File: src/qec_pkg.sv
package qec_pkg;

    // ==========================================
    // geometry
    localparam int NUM_PINS = 8;
    localparam int NUM_DET = 8;
    localparam int NUM_ENC = 4;
    localparam int CNT_W = 32;
    localparam int NARROW_W = 16;

    // ==========================================
    // timing
    localparam int CLK_MHZ = 250;
    localparam int ENC_MAX_MHZ = 5;
    // smallest spacing of two phase edges, quarter of the fastest period
    localparam int ENC_EDGE_CYC = CLK_MHZ / (4 * ENC_MAX_MHZ);

    // ==========================================
    // register map, byte addresses
    localparam logic [7:0] CTRL_OFS = 8'h00;
    localparam logic [7:0] STAT_OFS = 8'h04;
    localparam logic [7:0] CFG_OFS = 8'h10;
    localparam logic [7:0] LATCH_OFS = 8'h20;
    localparam logic [7:0] COUNT_OFS = 8'h30;
    localparam logic [7:0] ADDR_MASK = 8'hF0;

    // ctrl bits, both self clearing strobes
    localparam int CTRL_ACQ_BIT = 0;
    localparam int CTRL_SOS_BIT = 1;

    // cfg field positions
    localparam int CFG_MULT_LSB = 0;
    localparam int CFG_WIDE_BIT = 2;
    localparam int CFG_LSRC_BIT = 3;
    localparam int CFG_GATE_BIT = 4;
    localparam int CFG_CLR_BIT = 5;
    localparam int CFG_MAP_LSB = 6;
    localparam logic [9:0] CFG_RESET = 10'h000;

    // ==========================================
    // types
    typedef enum logic [1:0]
    {
        MULT_1X = 2'b00,
        MULT_2X = 2'b01,
        MULT_4X = 2'b10
    } qec_mult_e;

    typedef struct packed
    {
        logic [3:0] map_sel;
        logic index_clear_enable;
        logic gate_enable;
        logic latch_source_select;
        logic wide;
        logic [1:0] count_multiplier_select;
    } qec_cfg_s;

    typedef struct packed
    {
        logic [7:0] addr;
        logic write;
    } qec_aphase_s;

    localparam logic [CNT_W-1:0] CNT_ZERO = 32'h0000_0000;

endpackage

File: src/qec_sync.sv
`timescale 1ns/1ns
module qec_sync
#(
    parameter int W = 8
)
(
    input wire logic hclk,
    input wire logic hresetn,
    input wire logic ce,
    input wire logic [W-1:0] din,
    output logic [W-1:0] dout
);

    logic [W-1:0] meta_r;

    // ==========================================
    // two stages, first stage read only by second
    always_ff @(posedge hclk or negedge hresetn)
    begin
        if (!hresetn)
        begin
            meta_r <= '0;
            dout <= '0;
        end
        else if (ce)
        begin
            meta_r <= din;
            dout <= meta_r;
        end
    end

endmodule

File: src/qec_chan.sv
`timescale 1ns/1ns
module qec_chan
(
    input wire logic hclk,
    input wire logic hresetn,
    input wire logic ce,
    input qec_pkg::qec_cfg_s cfg,
    input wire logic phase_a,
    input wire logic phase_b,
    input wire logic map_sig,
    input wire logic sos,
    input wire logic acq_clr,
    output logic [qec_pkg::CNT_W-1:0] count_r,
    output logic [qec_pkg::CNT_W-1:0] latch_r
);

    logic a_d_r;
    logic b_d_r;
    logic map_d_r;
    logic a_rise;
    logic a_fall;
    logic b_rise;
    logic b_fall;
    logic map_rise;
    logic step;
    logic up;
    logic [qec_pkg::CNT_W-1:0] cnt_nxt;
    logic [qec_pkg::CNT_W-1:0] view;

    assign a_rise = phase_a & ~a_d_r;
    assign a_fall = ~phase_a & a_d_r;
    assign b_rise = phase_b & ~b_d_r;
    assign b_fall = ~phase_b & b_d_r;
    assign map_rise = map_sig & ~map_d_r;

    // ==========================================
    // edge history
    always_ff @(posedge hclk or negedge hresetn)
    begin
        if (!hresetn)
        begin
            a_d_r <= 1'b0;
            b_d_r <= 1'b0;
            map_d_r <= 1'b0;
        end
        else if (ce)
        begin
            a_d_r <= phase_a;
            b_d_r <= phase_b;
            map_d_r <= map_sig;
        end
    end

    // ==========================================
    // step and direction
    always_comb
    begin
        step = 1'b0;
        up = 1'b0;
        case (cfg.count_multiplier_select)
            qec_pkg::MULT_2X:
            begin
                step = a_rise | a_fall;
            end
            qec_pkg::MULT_4X:
            begin
                step = a_rise | a_fall | b_rise | b_fall;
            end
            default:
            begin
                step = a_rise;
            end
        endcase
        // a leading b: a rises with b low, b rises with a high
        if (a_rise | a_fall)
        begin
            up = (phase_a != phase_b);
        end
        else
        begin
            up = (phase_a == phase_b);
        end
    end

    always_comb
    begin
        cnt_nxt = up ? count_r + 32'h0000_0001 : count_r - 32'h0000_0001;
        if (!cfg.wide)
        begin
            cnt_nxt[qec_pkg::CNT_W-1:qec_pkg::NARROW_W] = '0;
        end
    end

    // narrow mode hides the upper half from the latch, and cnt_nxt clears it in count_r on every step; the live count is read from count_r unmasked
    assign view = cfg.wide ? count_r : {16'h0000, count_r[qec_pkg::NARROW_W-1:0]};

    // ==========================================
    // position counter
    always_ff @(posedge hclk or negedge hresetn)
    begin
        if (!hresetn)
        begin
            count_r <= qec_pkg::CNT_ZERO;
        end
        else if (ce)
        begin
            if (acq_clr)
            begin
                count_r <= qec_pkg::CNT_ZERO;
            end
            else if (cfg.index_clear_enable && map_rise)
            begin
                count_r <= qec_pkg::CNT_ZERO;
            end
            else if (step && (!cfg.gate_enable || map_sig))
            begin
                count_r <= cnt_nxt;
            end
        end
    end

    // ==========================================
    // held value for the scan
    always_ff @(posedge hclk or negedge hresetn)
    begin
        if (!hresetn)
        begin
            latch_r <= qec_pkg::CNT_ZERO;
        end
        else if (ce)
        begin
            if (acq_clr)
            begin
                latch_r <= qec_pkg::CNT_ZERO;
            end
            else if (cfg.latch_source_select ? map_rise : sos)
            begin
                latch_r <= view;
            end
        end
    end

endmodule

File: src/qec_top.sv
`timescale 1ns/1ns
// What this block does
// - two-bit select picks one of three multipliers
// - 1X rising A, 2X both A, 4X A and B
// - up when A leads, down when A lags
// - counter width selectable, 16 or 32 bits
// - track phases up to 5 MHz
// - four A/B encoders, or two with index
// - start of scan latches count by default
// - mapped edge latches when latch source selected
// - gate enabled: count only while mapped high
// - mapped channel: any input or detection signal
// - index clear: zero on mapped rising edge
// - acquisition start clears all counters
// - latched values served per selected scan channel
module qec_top
(
    input wire logic hclk,
    input wire logic hresetn,
    input wire logic ce,
    input wire logic hsel,
    input wire logic [31:0] haddr,
    input wire logic [1:0] htrans,
    input wire logic hwrite,
    input wire logic [2:0] hsize,
    input wire logic [31:0] hwdata,
    input wire logic hready,
    output logic [31:0] hrdata,
    output logic hreadyout,
    output logic hresp,
    input wire logic [qec_pkg::NUM_PINS-1:0] enc_in,
    input wire logic [qec_pkg::NUM_DET-1:0] detect,
    input wire logic sos,
    input wire logic acq_start,
    input wire logic scan_rd,
    input wire logic [1:0] scan_sel,
    output logic [31:0] scan_data,
    output logic scan_valid
);

    logic [qec_pkg::NUM_PINS-1:0] pin_s;
    qec_pkg::qec_cfg_s cfg_r [qec_pkg::NUM_ENC];
    logic [qec_pkg::NUM_ENC-1:0] map_sig;
    logic [qec_pkg::CNT_W-1:0] count_w [qec_pkg::NUM_ENC];
    logic [qec_pkg::CNT_W-1:0] latch_w [qec_pkg::NUM_ENC];
    logic sw_acq_r;
    logic sw_sos_r;
    logic acq_clr;
    logic sos_any;
    logic seen_acq_r;
    logic pend_r;
    qec_pkg::qec_aphase_s aph_r;
    logic [31:0] rd_nxt;
    logic [1:0] idx;
    logic wr_cfg;
    logic wr_ctrl;
    logic [31:0] stat_w;

    assign acq_clr = acq_start | sw_acq_r;
    assign sos_any = sos | sw_sos_r;
    assign idx = aph_r.addr[3:2];
    // status: started flag, low detection signals, synced pins
    assign stat_w = {19'h0_0000, pin_s, detect[3:0], seen_acq_r};

    // ==========================================
    // pin synchronisers
    // edges at 5 MHz are 12 cycles apart, far above two-stage latency
    qec_sync #(.W(qec_pkg::NUM_PINS)) u_sync
    (
        .hclk(hclk),
        .hresetn(hresetn),
        .ce(ce),
        .din(enc_in),
        .dout(pin_s)
    );

    // ==========================================
    // encoder channels, A on even pin, B on the next
    // an index occupies a spare pin, halving the encoders that fit
    genvar g;
    generate
        for (g = 0; g < qec_pkg::NUM_ENC; g++)
        begin : g_enc
            // upper half of the selector picks the detection signals
            assign map_sig[g] = cfg_r[g].map_sel[3] ? detect[cfg_r[g].map_sel[2:0]]
                                                    : pin_s[cfg_r[g].map_sel[2:0]];

            qec_chan u_chan
            (
                .hclk(hclk),
                .hresetn(hresetn),
                .ce(ce),
                .cfg(cfg_r[g]),
                .phase_a(pin_s[2*g]),
                .phase_b(pin_s[2*g+1]),
                .map_sig(map_sig[g]),
                .sos(sos_any),
                .acq_clr(acq_clr),
                .count_r(count_w[g]),
                .latch_r(latch_w[g])
            );
        end
    endgenerate

    // ==========================================
    // ahb address phase, one wait state for every transfer
    always_ff @(posedge hclk or negedge hresetn)
    begin
        if (!hresetn)
        begin
            pend_r <= 1'b0;
            aph_r <= '0;
        end
        else if (ce)
        begin
            if (pend_r)
            begin
                pend_r <= 1'b0;
            end
            else if (hsel && htrans[1] && hready)
            begin
                pend_r <= 1'b1;
                aph_r.addr <= haddr[7:0];
                aph_r.write <= hwrite;
            end
        end
    end

    // low only in the data phase cycle, so every transfer costs one wait state
    always_ff @(posedge hclk or negedge hresetn)
    begin
        if (!hresetn)
        begin
            hreadyout <= 1'b1;
        end
        else if (ce)
        begin
            hreadyout <= pend_r || !(hsel && htrans[1] && hready);
        end
    end

    // ==========================================
    // register map, one aligned word each
    // 0x00 control, write only: bit 0 starts acquisition, bit 1 scan start
    // 0x04 status: started flag, detect[3:0], synced pins
    // 0x10 + 4k configuration of encoder k
    // 0x20 + 4k value latched for encoder k
    // 0x30 + 4k live count of encoder k
    // other offsets read zero and drop writes
    always_comb
    begin
        wr_cfg = 1'b0;
        wr_ctrl = 1'b0;
        if (pend_r && aph_r.write)
        begin
            wr_cfg = ((aph_r.addr & qec_pkg::ADDR_MASK) == qec_pkg::CFG_OFS);
            wr_ctrl = (aph_r.addr == qec_pkg::CTRL_OFS);
        end
    end

    // only okay answers
    always_ff @(posedge hclk or negedge hresetn)
    begin
        if (!hresetn)
        begin
            hresp <= 1'b0;
        end
        else if (ce)
        begin
            hresp <= 1'b0;
        end
    end

    // ==========================================
    // register writes
    always_ff @(posedge hclk or negedge hresetn)
    begin
        if (!hresetn)
        begin
            for (int i = 0; i < qec_pkg::NUM_ENC; i++)
            begin
                cfg_r[i] <= qec_pkg::qec_cfg_s'(qec_pkg::CFG_RESET);
            end
        end
        else if (ce)
        begin
            if (wr_cfg)
            begin
                cfg_r[idx] <= qec_pkg::qec_cfg_s'(hwdata[9:0]);
            end
        end
    end

    // strobes last one cycle so a held bit cannot keep counters clear
    always_ff @(posedge hclk or negedge hresetn)
    begin
        if (!hresetn)
        begin
            sw_acq_r <= 1'b0;
            sw_sos_r <= 1'b0;
        end
        else if (ce)
        begin
            sw_acq_r <= 1'b0;
            sw_sos_r <= 1'b0;
            if (wr_ctrl)
            begin
                sw_acq_r <= hwdata[qec_pkg::CTRL_ACQ_BIT];
                sw_sos_r <= hwdata[qec_pkg::CTRL_SOS_BIT];
            end
        end
    end

    // sticky: acquisition started since reset
    always_ff @(posedge hclk or negedge hresetn)
    begin
        if (!hresetn)
        begin
            seen_acq_r <= 1'b0;
        end
        else if (ce && acq_clr)
        begin
            seen_acq_r <= 1'b1;
        end
    end

    // ==========================================
    // register reads
    // taken from live state in the data phase, so status shows that cycle's pins
    always_comb
    begin
        rd_nxt = 32'h0000_0000;
        case (aph_r.addr & qec_pkg::ADDR_MASK)
            qec_pkg::CTRL_OFS:
            begin
                if (aph_r.addr == qec_pkg::STAT_OFS)
                begin
                    rd_nxt = stat_w;
                end
            end
            qec_pkg::CFG_OFS:
            begin
                rd_nxt = {22'h00_0000, cfg_r[idx]};
            end
            qec_pkg::LATCH_OFS:
            begin
                rd_nxt = latch_w[idx];
            end
            qec_pkg::COUNT_OFS:
            begin
                rd_nxt = count_w[idx];
            end
            default:
            begin
                rd_nxt = 32'h0000_0000;
            end
        endcase
    end

    // a write's data phase returns zero rather than stale read data
    always_ff @(posedge hclk or negedge hresetn)
    begin
        if (!hresetn)
        begin
            hrdata <= 32'h0000_0000;
        end
        else if (ce && pend_r)
        begin
            hrdata <= aph_r.write ? 32'h0000_0000 : rd_nxt;
        end
    end

    // ==========================================
    // scan readout toward the acquisition unit
    // the scan copies a held latch, never the live counter
    always_ff @(posedge hclk or negedge hresetn)
    begin
        if (!hresetn)
        begin
            scan_data <= 32'h0000_0000;
        end
        else if (ce)
        begin
            if (scan_rd)
            begin
                scan_data <= latch_w[scan_sel];
            end
        end
    end

    // one pulse per read, one cycle late
    always_ff @(posedge hclk or negedge hresetn)
    begin
        if (!hresetn)
        begin
            scan_valid <= 1'b0;
        end
        else if (ce)
        begin
            scan_valid <= scan_rd;
        end
    end

endmodule

File: config.mk
export PLATFORM = sky130hd
export DESIGN_NAME = qec_top
export DESIGN_NICKNAME = d
export VERILOG_FILES = /design/src/qec_pkg.sv /design/src/qec_sync.sv /design/src/qec_chan.sv /design/src/qec_top.sv
export SDC_FILE = /design/constraint.sdc
export NUM_CORES = 1
export LEC_CHECK = 0
export ABC_AREA = 1
export BUFFER_PORTS_ARGS = -buffer_cell sky130_fd_sc_hd__buf_2
export CAP_MARGIN = 15
export CORE_MARGIN = 3
export CORE_UTILIZATION = 63
export DETAILED_ROUTE_END_ITERATION = 16
export MAX_ROUTING_LAYER = met4
export PLACE_DENSITY = 0.82
export SLEW_MARGIN = 20
export SYNTH_ARGS = -nofsm -noshare
export SYNTH_HDL_FRONTEND = slang
export SYNTH_SLANG_ARGS = --single-unit
File: constraint.sdc
create_clock -name hclk -period 3.05 [get_ports hclk]
set_input_delay 0.61 -clock hclk [delete_from_list [all_inputs] [get_ports hclk]]
set_output_delay 0.61 -clock hclk [all_outputs]
set_load 0.005 [all_outputs]
-- After elaboration in Yosys (flattened, before gate mapping)
Cells that the tools add are included.
- input port bits: 96
- bits in registers: 403
- eq/ne operators: 20
- bitwise gates (word level): 57
- $add $sub $neg: 8
- muxes and demuxes: 88
- magnitude comparators: 7
- reduce and logical (&&, ||, !) cells: 45
- operators by type and width (kind ; number):
    32-bit 2-to-1 mux ; 35
    32-bit binary-select mux with 2-bit select ; 3
    32-bit by 1-bit adder with 32-bit output, second input constant ; 4
    32-bit one-hot mux with 4 select lines ; 1
    32-bit by 1-bit subtractor with 32-bit output, second input constant ; 4
    16-bit 2-to-1 mux ; 4
    40-bit bitwise mux ; 1
    10-bit 2-to-1 mux ; 3
    1-bit 2-to-1 mux ; 26
    1-bit binary-select mux with 3-bit select ; 8
    1-bit NOT ; 21
    1-bit bitwise AND ; 20
    10-bit binary-select mux with 2-bit select ; 1
    10-bit demux with 2-bit select ; 1
    2-bit AND reduction ; 10
    8-bit zero test ; 2
    3-bit by 4-bit < comparator with 1-bit output, second input constant ; 4
    1-bit logical AND ; 14
    1-bit OR ; 14
    13-bit 2-to-1 mux ; 1
    3-bit nonzero test ; 4
    2-bit by 1-bit == test with 1-bit output, second input constant ; 4
    2-bit == test, second input constant ; 4
    4-bit by 2-bit == test with 1-bit output, second input constant ; 2
    12 further kinds ; 34

-- Longest topological paths before layout
- depth in word-level cells: 10
- gate-level depth with buffers: 20

-- Cells and area by module
Synthesis repeated with hierarchy kept, for this count alone.
- cells, all modules: 4477
- area total of the unflattened synthesis: 29388.2 sq um
- by module, submodules not included (module ; cells each ; times used ; sequential area each (sq um) ; area each (sq um)):
    qec_chan (g_enc[2].u_chan ...) ; 740 ; 2 ; 1676.6 ; 4959.8
    qec_top ; 1450 ; 1 ; 2979.1 ; 8886.0
    qec_chan (g_enc[0].u_chan) ; 740 ; 1 ; 1676.6 ; 4997.3
    qec_chan (g_enc[1].u_chan) ; 739 ; 1 ; 1676.6 ; 4908.5
    qec_sync ; 68 ; 1 ; 400.4 ; 676.9

-- Worst setup path before layout
No wires, ideal clock.
- kind: register to register
- start: reg u_sync.dout[0]
- end: reg g_enc[0].u_chan.count_r[30] (netlist name)
- data arrival time: 2.411 ns
- required time: 2.933 ns
- path buffers: 2
- stages on the path, launching flop included: 18
- slack: 0.522 ns
- period minus slack after synthesis: 2.528 ns
- library setup time: 0.117 ns
- path through: dfrtp_1 ha_1 inv_1 nand2_2 nand2_4 buf_4 buf_2 ha_1 inv_1 nor2_1 nand2_1 nor2_1 and2_1 nand2_1 nand2_1 nand2_1 nand3_1 nand2_1
- word-level cells in the longest chain between the ends: 9
- ends and longest elaborated chain (element ; RTL line ; source):
    start: declaration ; qec_sync.sv:11 ; output logic [W-1:0] dout
    start signal: assignment ; qec_sync.sv:28 ; dout <= meta_r;
    1-bit NOT ; qec_chan.sv:31 ; assign a_fall = ~phase_a & a_d_r;
    1-bit bitwise AND ; qec_chan.sv:31 ;
    1-bit OR ; qec_chan.sv:63, qec_chan.sv:67, qec_chan.sv:75 ;
    1-bit OR / 1-bit 2-to-1 mux (equally long branches) ; qec_chan.sv:67, qec_chan.sv:75 ;
    1-bit OR / 32-bit 2-to-1 mux (equally long branches) ; qec_chan.sv:67, qec_chan.sv:87 ;
    1-bit one-hot mux with 2 select lines / 16-bit 2-to-1 mux (equally long branches) ; qec_chan.sv:60, qec_chan.sv:88 ;
    1-bit logical AND / 32-bit 2-to-1 mux (equally long branches) ; qec_chan.sv:115 ; else if (step && (!cfg.gate_enable || map_sig))
    3-bit nonzero test (no line) / 32-bit 2-to-1 mux (equally long branches) ; - ;
    2-bit AND reduction (no line) / 32-bit 2-to-1 mux (equally long branches) ; - ;
    end signal: assignment ; qec_chan.sv:109 ; count_r <= qec_pkg::CNT_ZERO;
    end signal: assignment ; qec_chan.sv:113 ; count_r <= qec_pkg::CNT_ZERO;
    end signal: assignment ; qec_chan.sv:117 ; count_r <= cnt_nxt;
    end: declaration ; qec_chan.sv:13 ; output logic [qec_pkg::CNT_W-1:0] count_r,
Parallel ways exist; a longest one is shown, timed or not. The select of a mux whose other input is x is not followed.
A chain may end at the register's enable or synchronous reset.

-- Worst setup path after layout
- start: reg aph_r[8] (netlist name)
- end: reg cfg_r[20] (netlist name)
- word-level cells in the longest chain between the ends: 3
- ends and longest elaborated chain (element ; RTL line ; source):
    start: declaration ; qec_top.sv:52 ; qec_pkg::qec_aphase_s aph_r;
    4-bit by 1-bit == test with 1-bit output ; qec_top.sv:156 ; wr_cfg = ((aph_r.addr & qec_pkg::ADDR_MASK) == qec_pkg::CFG_OFS);
    1-bit 2-to-1 mux ; qec_top.sv:154 ; if (pend_r && aph_r.write)
    2-bit AND reduction (no line) ; - ;
    end signal: indexed assignment ; qec_top.sv:182 ; cfg_r[i] <= qec_pkg::qec_cfg_s'(qec_pkg::CFG_RESET);
    end signal: indexed assignment ; qec_top.sv:189 ; cfg_r[idx] <= qec_pkg::qec_cfg_s'(hwdata[9:0]);
    end: declaration ; qec_top.sv:42 ; qec_pkg::qec_cfg_s cfg_r [qec_pkg::NUM_ENC];
Every way passes these cells.

==> flow_summary.json <==
{
  "comb_power_share_pct": 43.4,
  "endpoint_kind": "flop",
  "drt_iter0_markers": 3704,
  "die_w_um": 215,
  "ir_drop_uv": 772,
  "synth_area_mm2": 0.0275,
  "wire_per_inst_um": 20.7,
  "power.switching_uw": 10100,
  "die_h_um": 215,
  "whs_ns": 0.0719,
  "synthCells": 3957,
  "grt_first_pass_wirelength_um": 148000,
  "worst_pin_slew_ns": 0.924,
  "die_area_mm2": 0.0462,
  "worstPathArrival_ns": 3.28,
  "root_buffer": "clkbuf_16",
  "status": "complete, no violations",
  "leakage_uw": 0.0144,
  "dp_hpwl_um": 70400,
  "cts_buffer_depth": 3,
  "htreeDepth": 2,
  "final_core_util_pct": 70.8,
  "cap_viol_max_count": 0,
  "final-hold-violation-count": 0,
  "rsz0062_at_grt": "no",
  "slew_headroom_pct": 38.2,
  "yosys.area.top_type": "dfrtp_1",
  "setup_viol": 0,
  "clkSlewWorstSetupHoldPaths_ns": 0.06,
  "synthMostInstantiatedCell": "nand2_1",
  "p_int_uw": 12400,
  "synth_commonest_cells": "1083 x nand2_1, 472 x inv_1, 402 x dfrtp_1",
  "area_growth_pct": 9.51,
  "rows": 75,
  "post_cts_buffers": 0,
  "period_minus_slack_ns": 2.80,
  "ioPinCount": 163,
  "antenna_left": 0,
  "track_usage_pct": 41.5,
  "grt_start_max_net_pins": 90,
  "grt_overflow": 0,
  "yosysWarnings": 0,
  "min_path_type": "in2async",
  "swShare_pct": 45.0,
  "drt-total-wl_um": 95000,
  "finish.instance_area_mm2": 0.0301,
  "placed_cell_area_mm2": 0.0286,
  "synth_seq_cells": 403,
  "finalCritPeriodShare_pct": 91.9,
  "tns_ns": 0,
  "final_layout_size_suffix_gt1_share_pct": 9.55,
  "synthArstFlopShare_pct": 100,
  "multi_input_area_mm2": 0.0145,
  "ys.flop_type": "dfrtp_1",
  "drv_slew": 0,
  "path_max_fanout": 20,
  "ys_seq_area_share_pct": 36.7,
  "cts_tree": "done",
  "pwr-share-seq_pct": 31.5,
  "insertion_delay_ns": 0.61,
  "place_congestion": 1.04,
  "portBuffers": 111,
  "grt_pass1_vias": 26686,
  "drc": 0,
  "cts_hold_buf": 0,
  "yosys-top-cells-area": "dfrtp_1 37%, nand2_1 15%, o21ai_0 6.5%",
  "path_class": "reg2reg",
  "p_clk_share_pct": 25.1,
  "core_area_mm2": 0.0425,
  "vias": 28643,
  "drt-pass1-iter-count": 7,
  "mappedNetlistNets": 4077,
  "synth_edf_count": 0,
  "fillCellCount": 3698,
  "cp.required_ns": 3.53,
  "initial_core_util_pct": 64.6,
  "syn_avg_cell_area_um2": 6.94,
  "fmax_mhz": 357,
  "final_cells": 4580,
  "startpoint_type": "flop",
  "final-seq-area_mm2": 0.0101,
  "antenna_found_initial": 2,
  "power.density_mw_per_mm2": 747,
  "numCtsBuffers": 45,
  "dp_cells": 4498,
  "cts_resized": 0,
  "worst_clock_skew_ns": 0.0258,
  "vias_per_cell": 6.25,
  "nNetsFinal": 4088,
  "ys_types": 48,
  "cts.sink_count": 403,
  "netlist.area_leader.share_pct": 36.6
}
==> cell families (layout without fill, tap and decap cells) <==
family,after synthesis,in the layout,share of synthesized area (%)
AOI/OAI and AO/OA,916,916,20.9
xor gates and xnor gates,61,61,1.94
adders and majority gates,24,24,1.09
buffers and inverters,718,763,10.8
DFF,403,403,36.7
other,1,2,0.0136
and+or+nand+nor,1834,1834,28.5
==> final timing paths <==
path                            start          to  slack, ns  depth (start not counted)
min reg2reg                seen_acq_r  seen_acq_r       0.47                          2
max                          aph_r[8]   cfg_r[20]       0.25                          5
max reg2reg                  aph_r[8]   cfg_r[20]       0.25                          5
min in group hclk              hwrite    aph_r[0]       0.20                          3
max in group asynchronous     hresetn   hreadyout       2.21                          2
min                           hresetn   cfg_r[14]       0.07                          1
==> state kept, by name, summed over array words and instances (netlist names) <==
register,count
g_enc.u_chan.b_d_r,4
hrdata,32
u_sync.dout,8
g_enc.u_chan.a_d_r,4
scan_data,32
seen_acq_r,1
g_enc.u_chan.latch_r,128
hreadyout,1
g_enc.u_chan.map_d_r,4
pend_r,1
sw_acq_r,1
scan_valid,1
sw_sos_r,1
u_sync.meta_r,8
g_enc.u_chan.count_r,128
cfg_r,40
aph_r,9
==> per-stage QoR <==
stage	total power [uW]	setup slack, ns
finish	22500	0.246
global route	23800	0.0395
CTS	22200	0.227
detailed placement	16500	0.257
global placement	16400	0.261
floorplan	13800	0.522
==> power groups by stage <==
stage	Clock [uW]	Sequential [uW]	Combinational, uW
floorplan	0	6680	7080
global placement	0	7090	9280
detailed placement	0	7110	9430
CTS	5640	7020	9510
global route	5860	7170	10700
finish	5630	7080	9760
==> cell type report <==
class | count | share of cell area, %
Clock buffer | 59 | 4.18
Sequential cell | 403 | 33.5
Tap cell | 577 | 2.40
Antenna cell | 1 | 0.00832
Multi-Input combinational cell | 2836 | 48.3
Timing Repair Buffer | 195 | 4.72
Inverter | 487 | 6.08
Clock inverter | 22 | 0.836
==> worst max-delay path, cell delays in order (launching register included) <==
cell and delay, ns:
dfrtp_1 0.38, nor2_1 0.11, inv_1 0.12, nor3_1 0.65, nand3_1 0.89, o21ai_0 0.52
==> per-layer routing <==
layer	global-route usage (%)	wire (um)	vias to the layer above
met5	-	0	-
met4	13.3	3330	0
met3	10.9	11200	246
met2	61.8	42300	1618
met1	55.7	38100	13468
li1	-	-	13311
==> placed cells by master, fill, tap and decap left out, drive strengths merged, types with 4 or more instances in the layout <==
cell,count
nand2,1136
inv,488
dfrtp,402
o21ai,369
nand3,317
nor2,261
buf,195
a21oi,125
o22ai,107
nand4,71
o41ai,60
xor2,59
clkbuf,59
a22oi,43
a22o,43
a41oi,39
o221ai,38
a31oi,36
and2,26
ha,24
o21bai,22
o211ai,21
clkinv,14
nor3,13
nand3b,10
a221oi,6
o2111ai,4
bufinv,4
No activity file was read; power rests on OpenSTA's default activity.
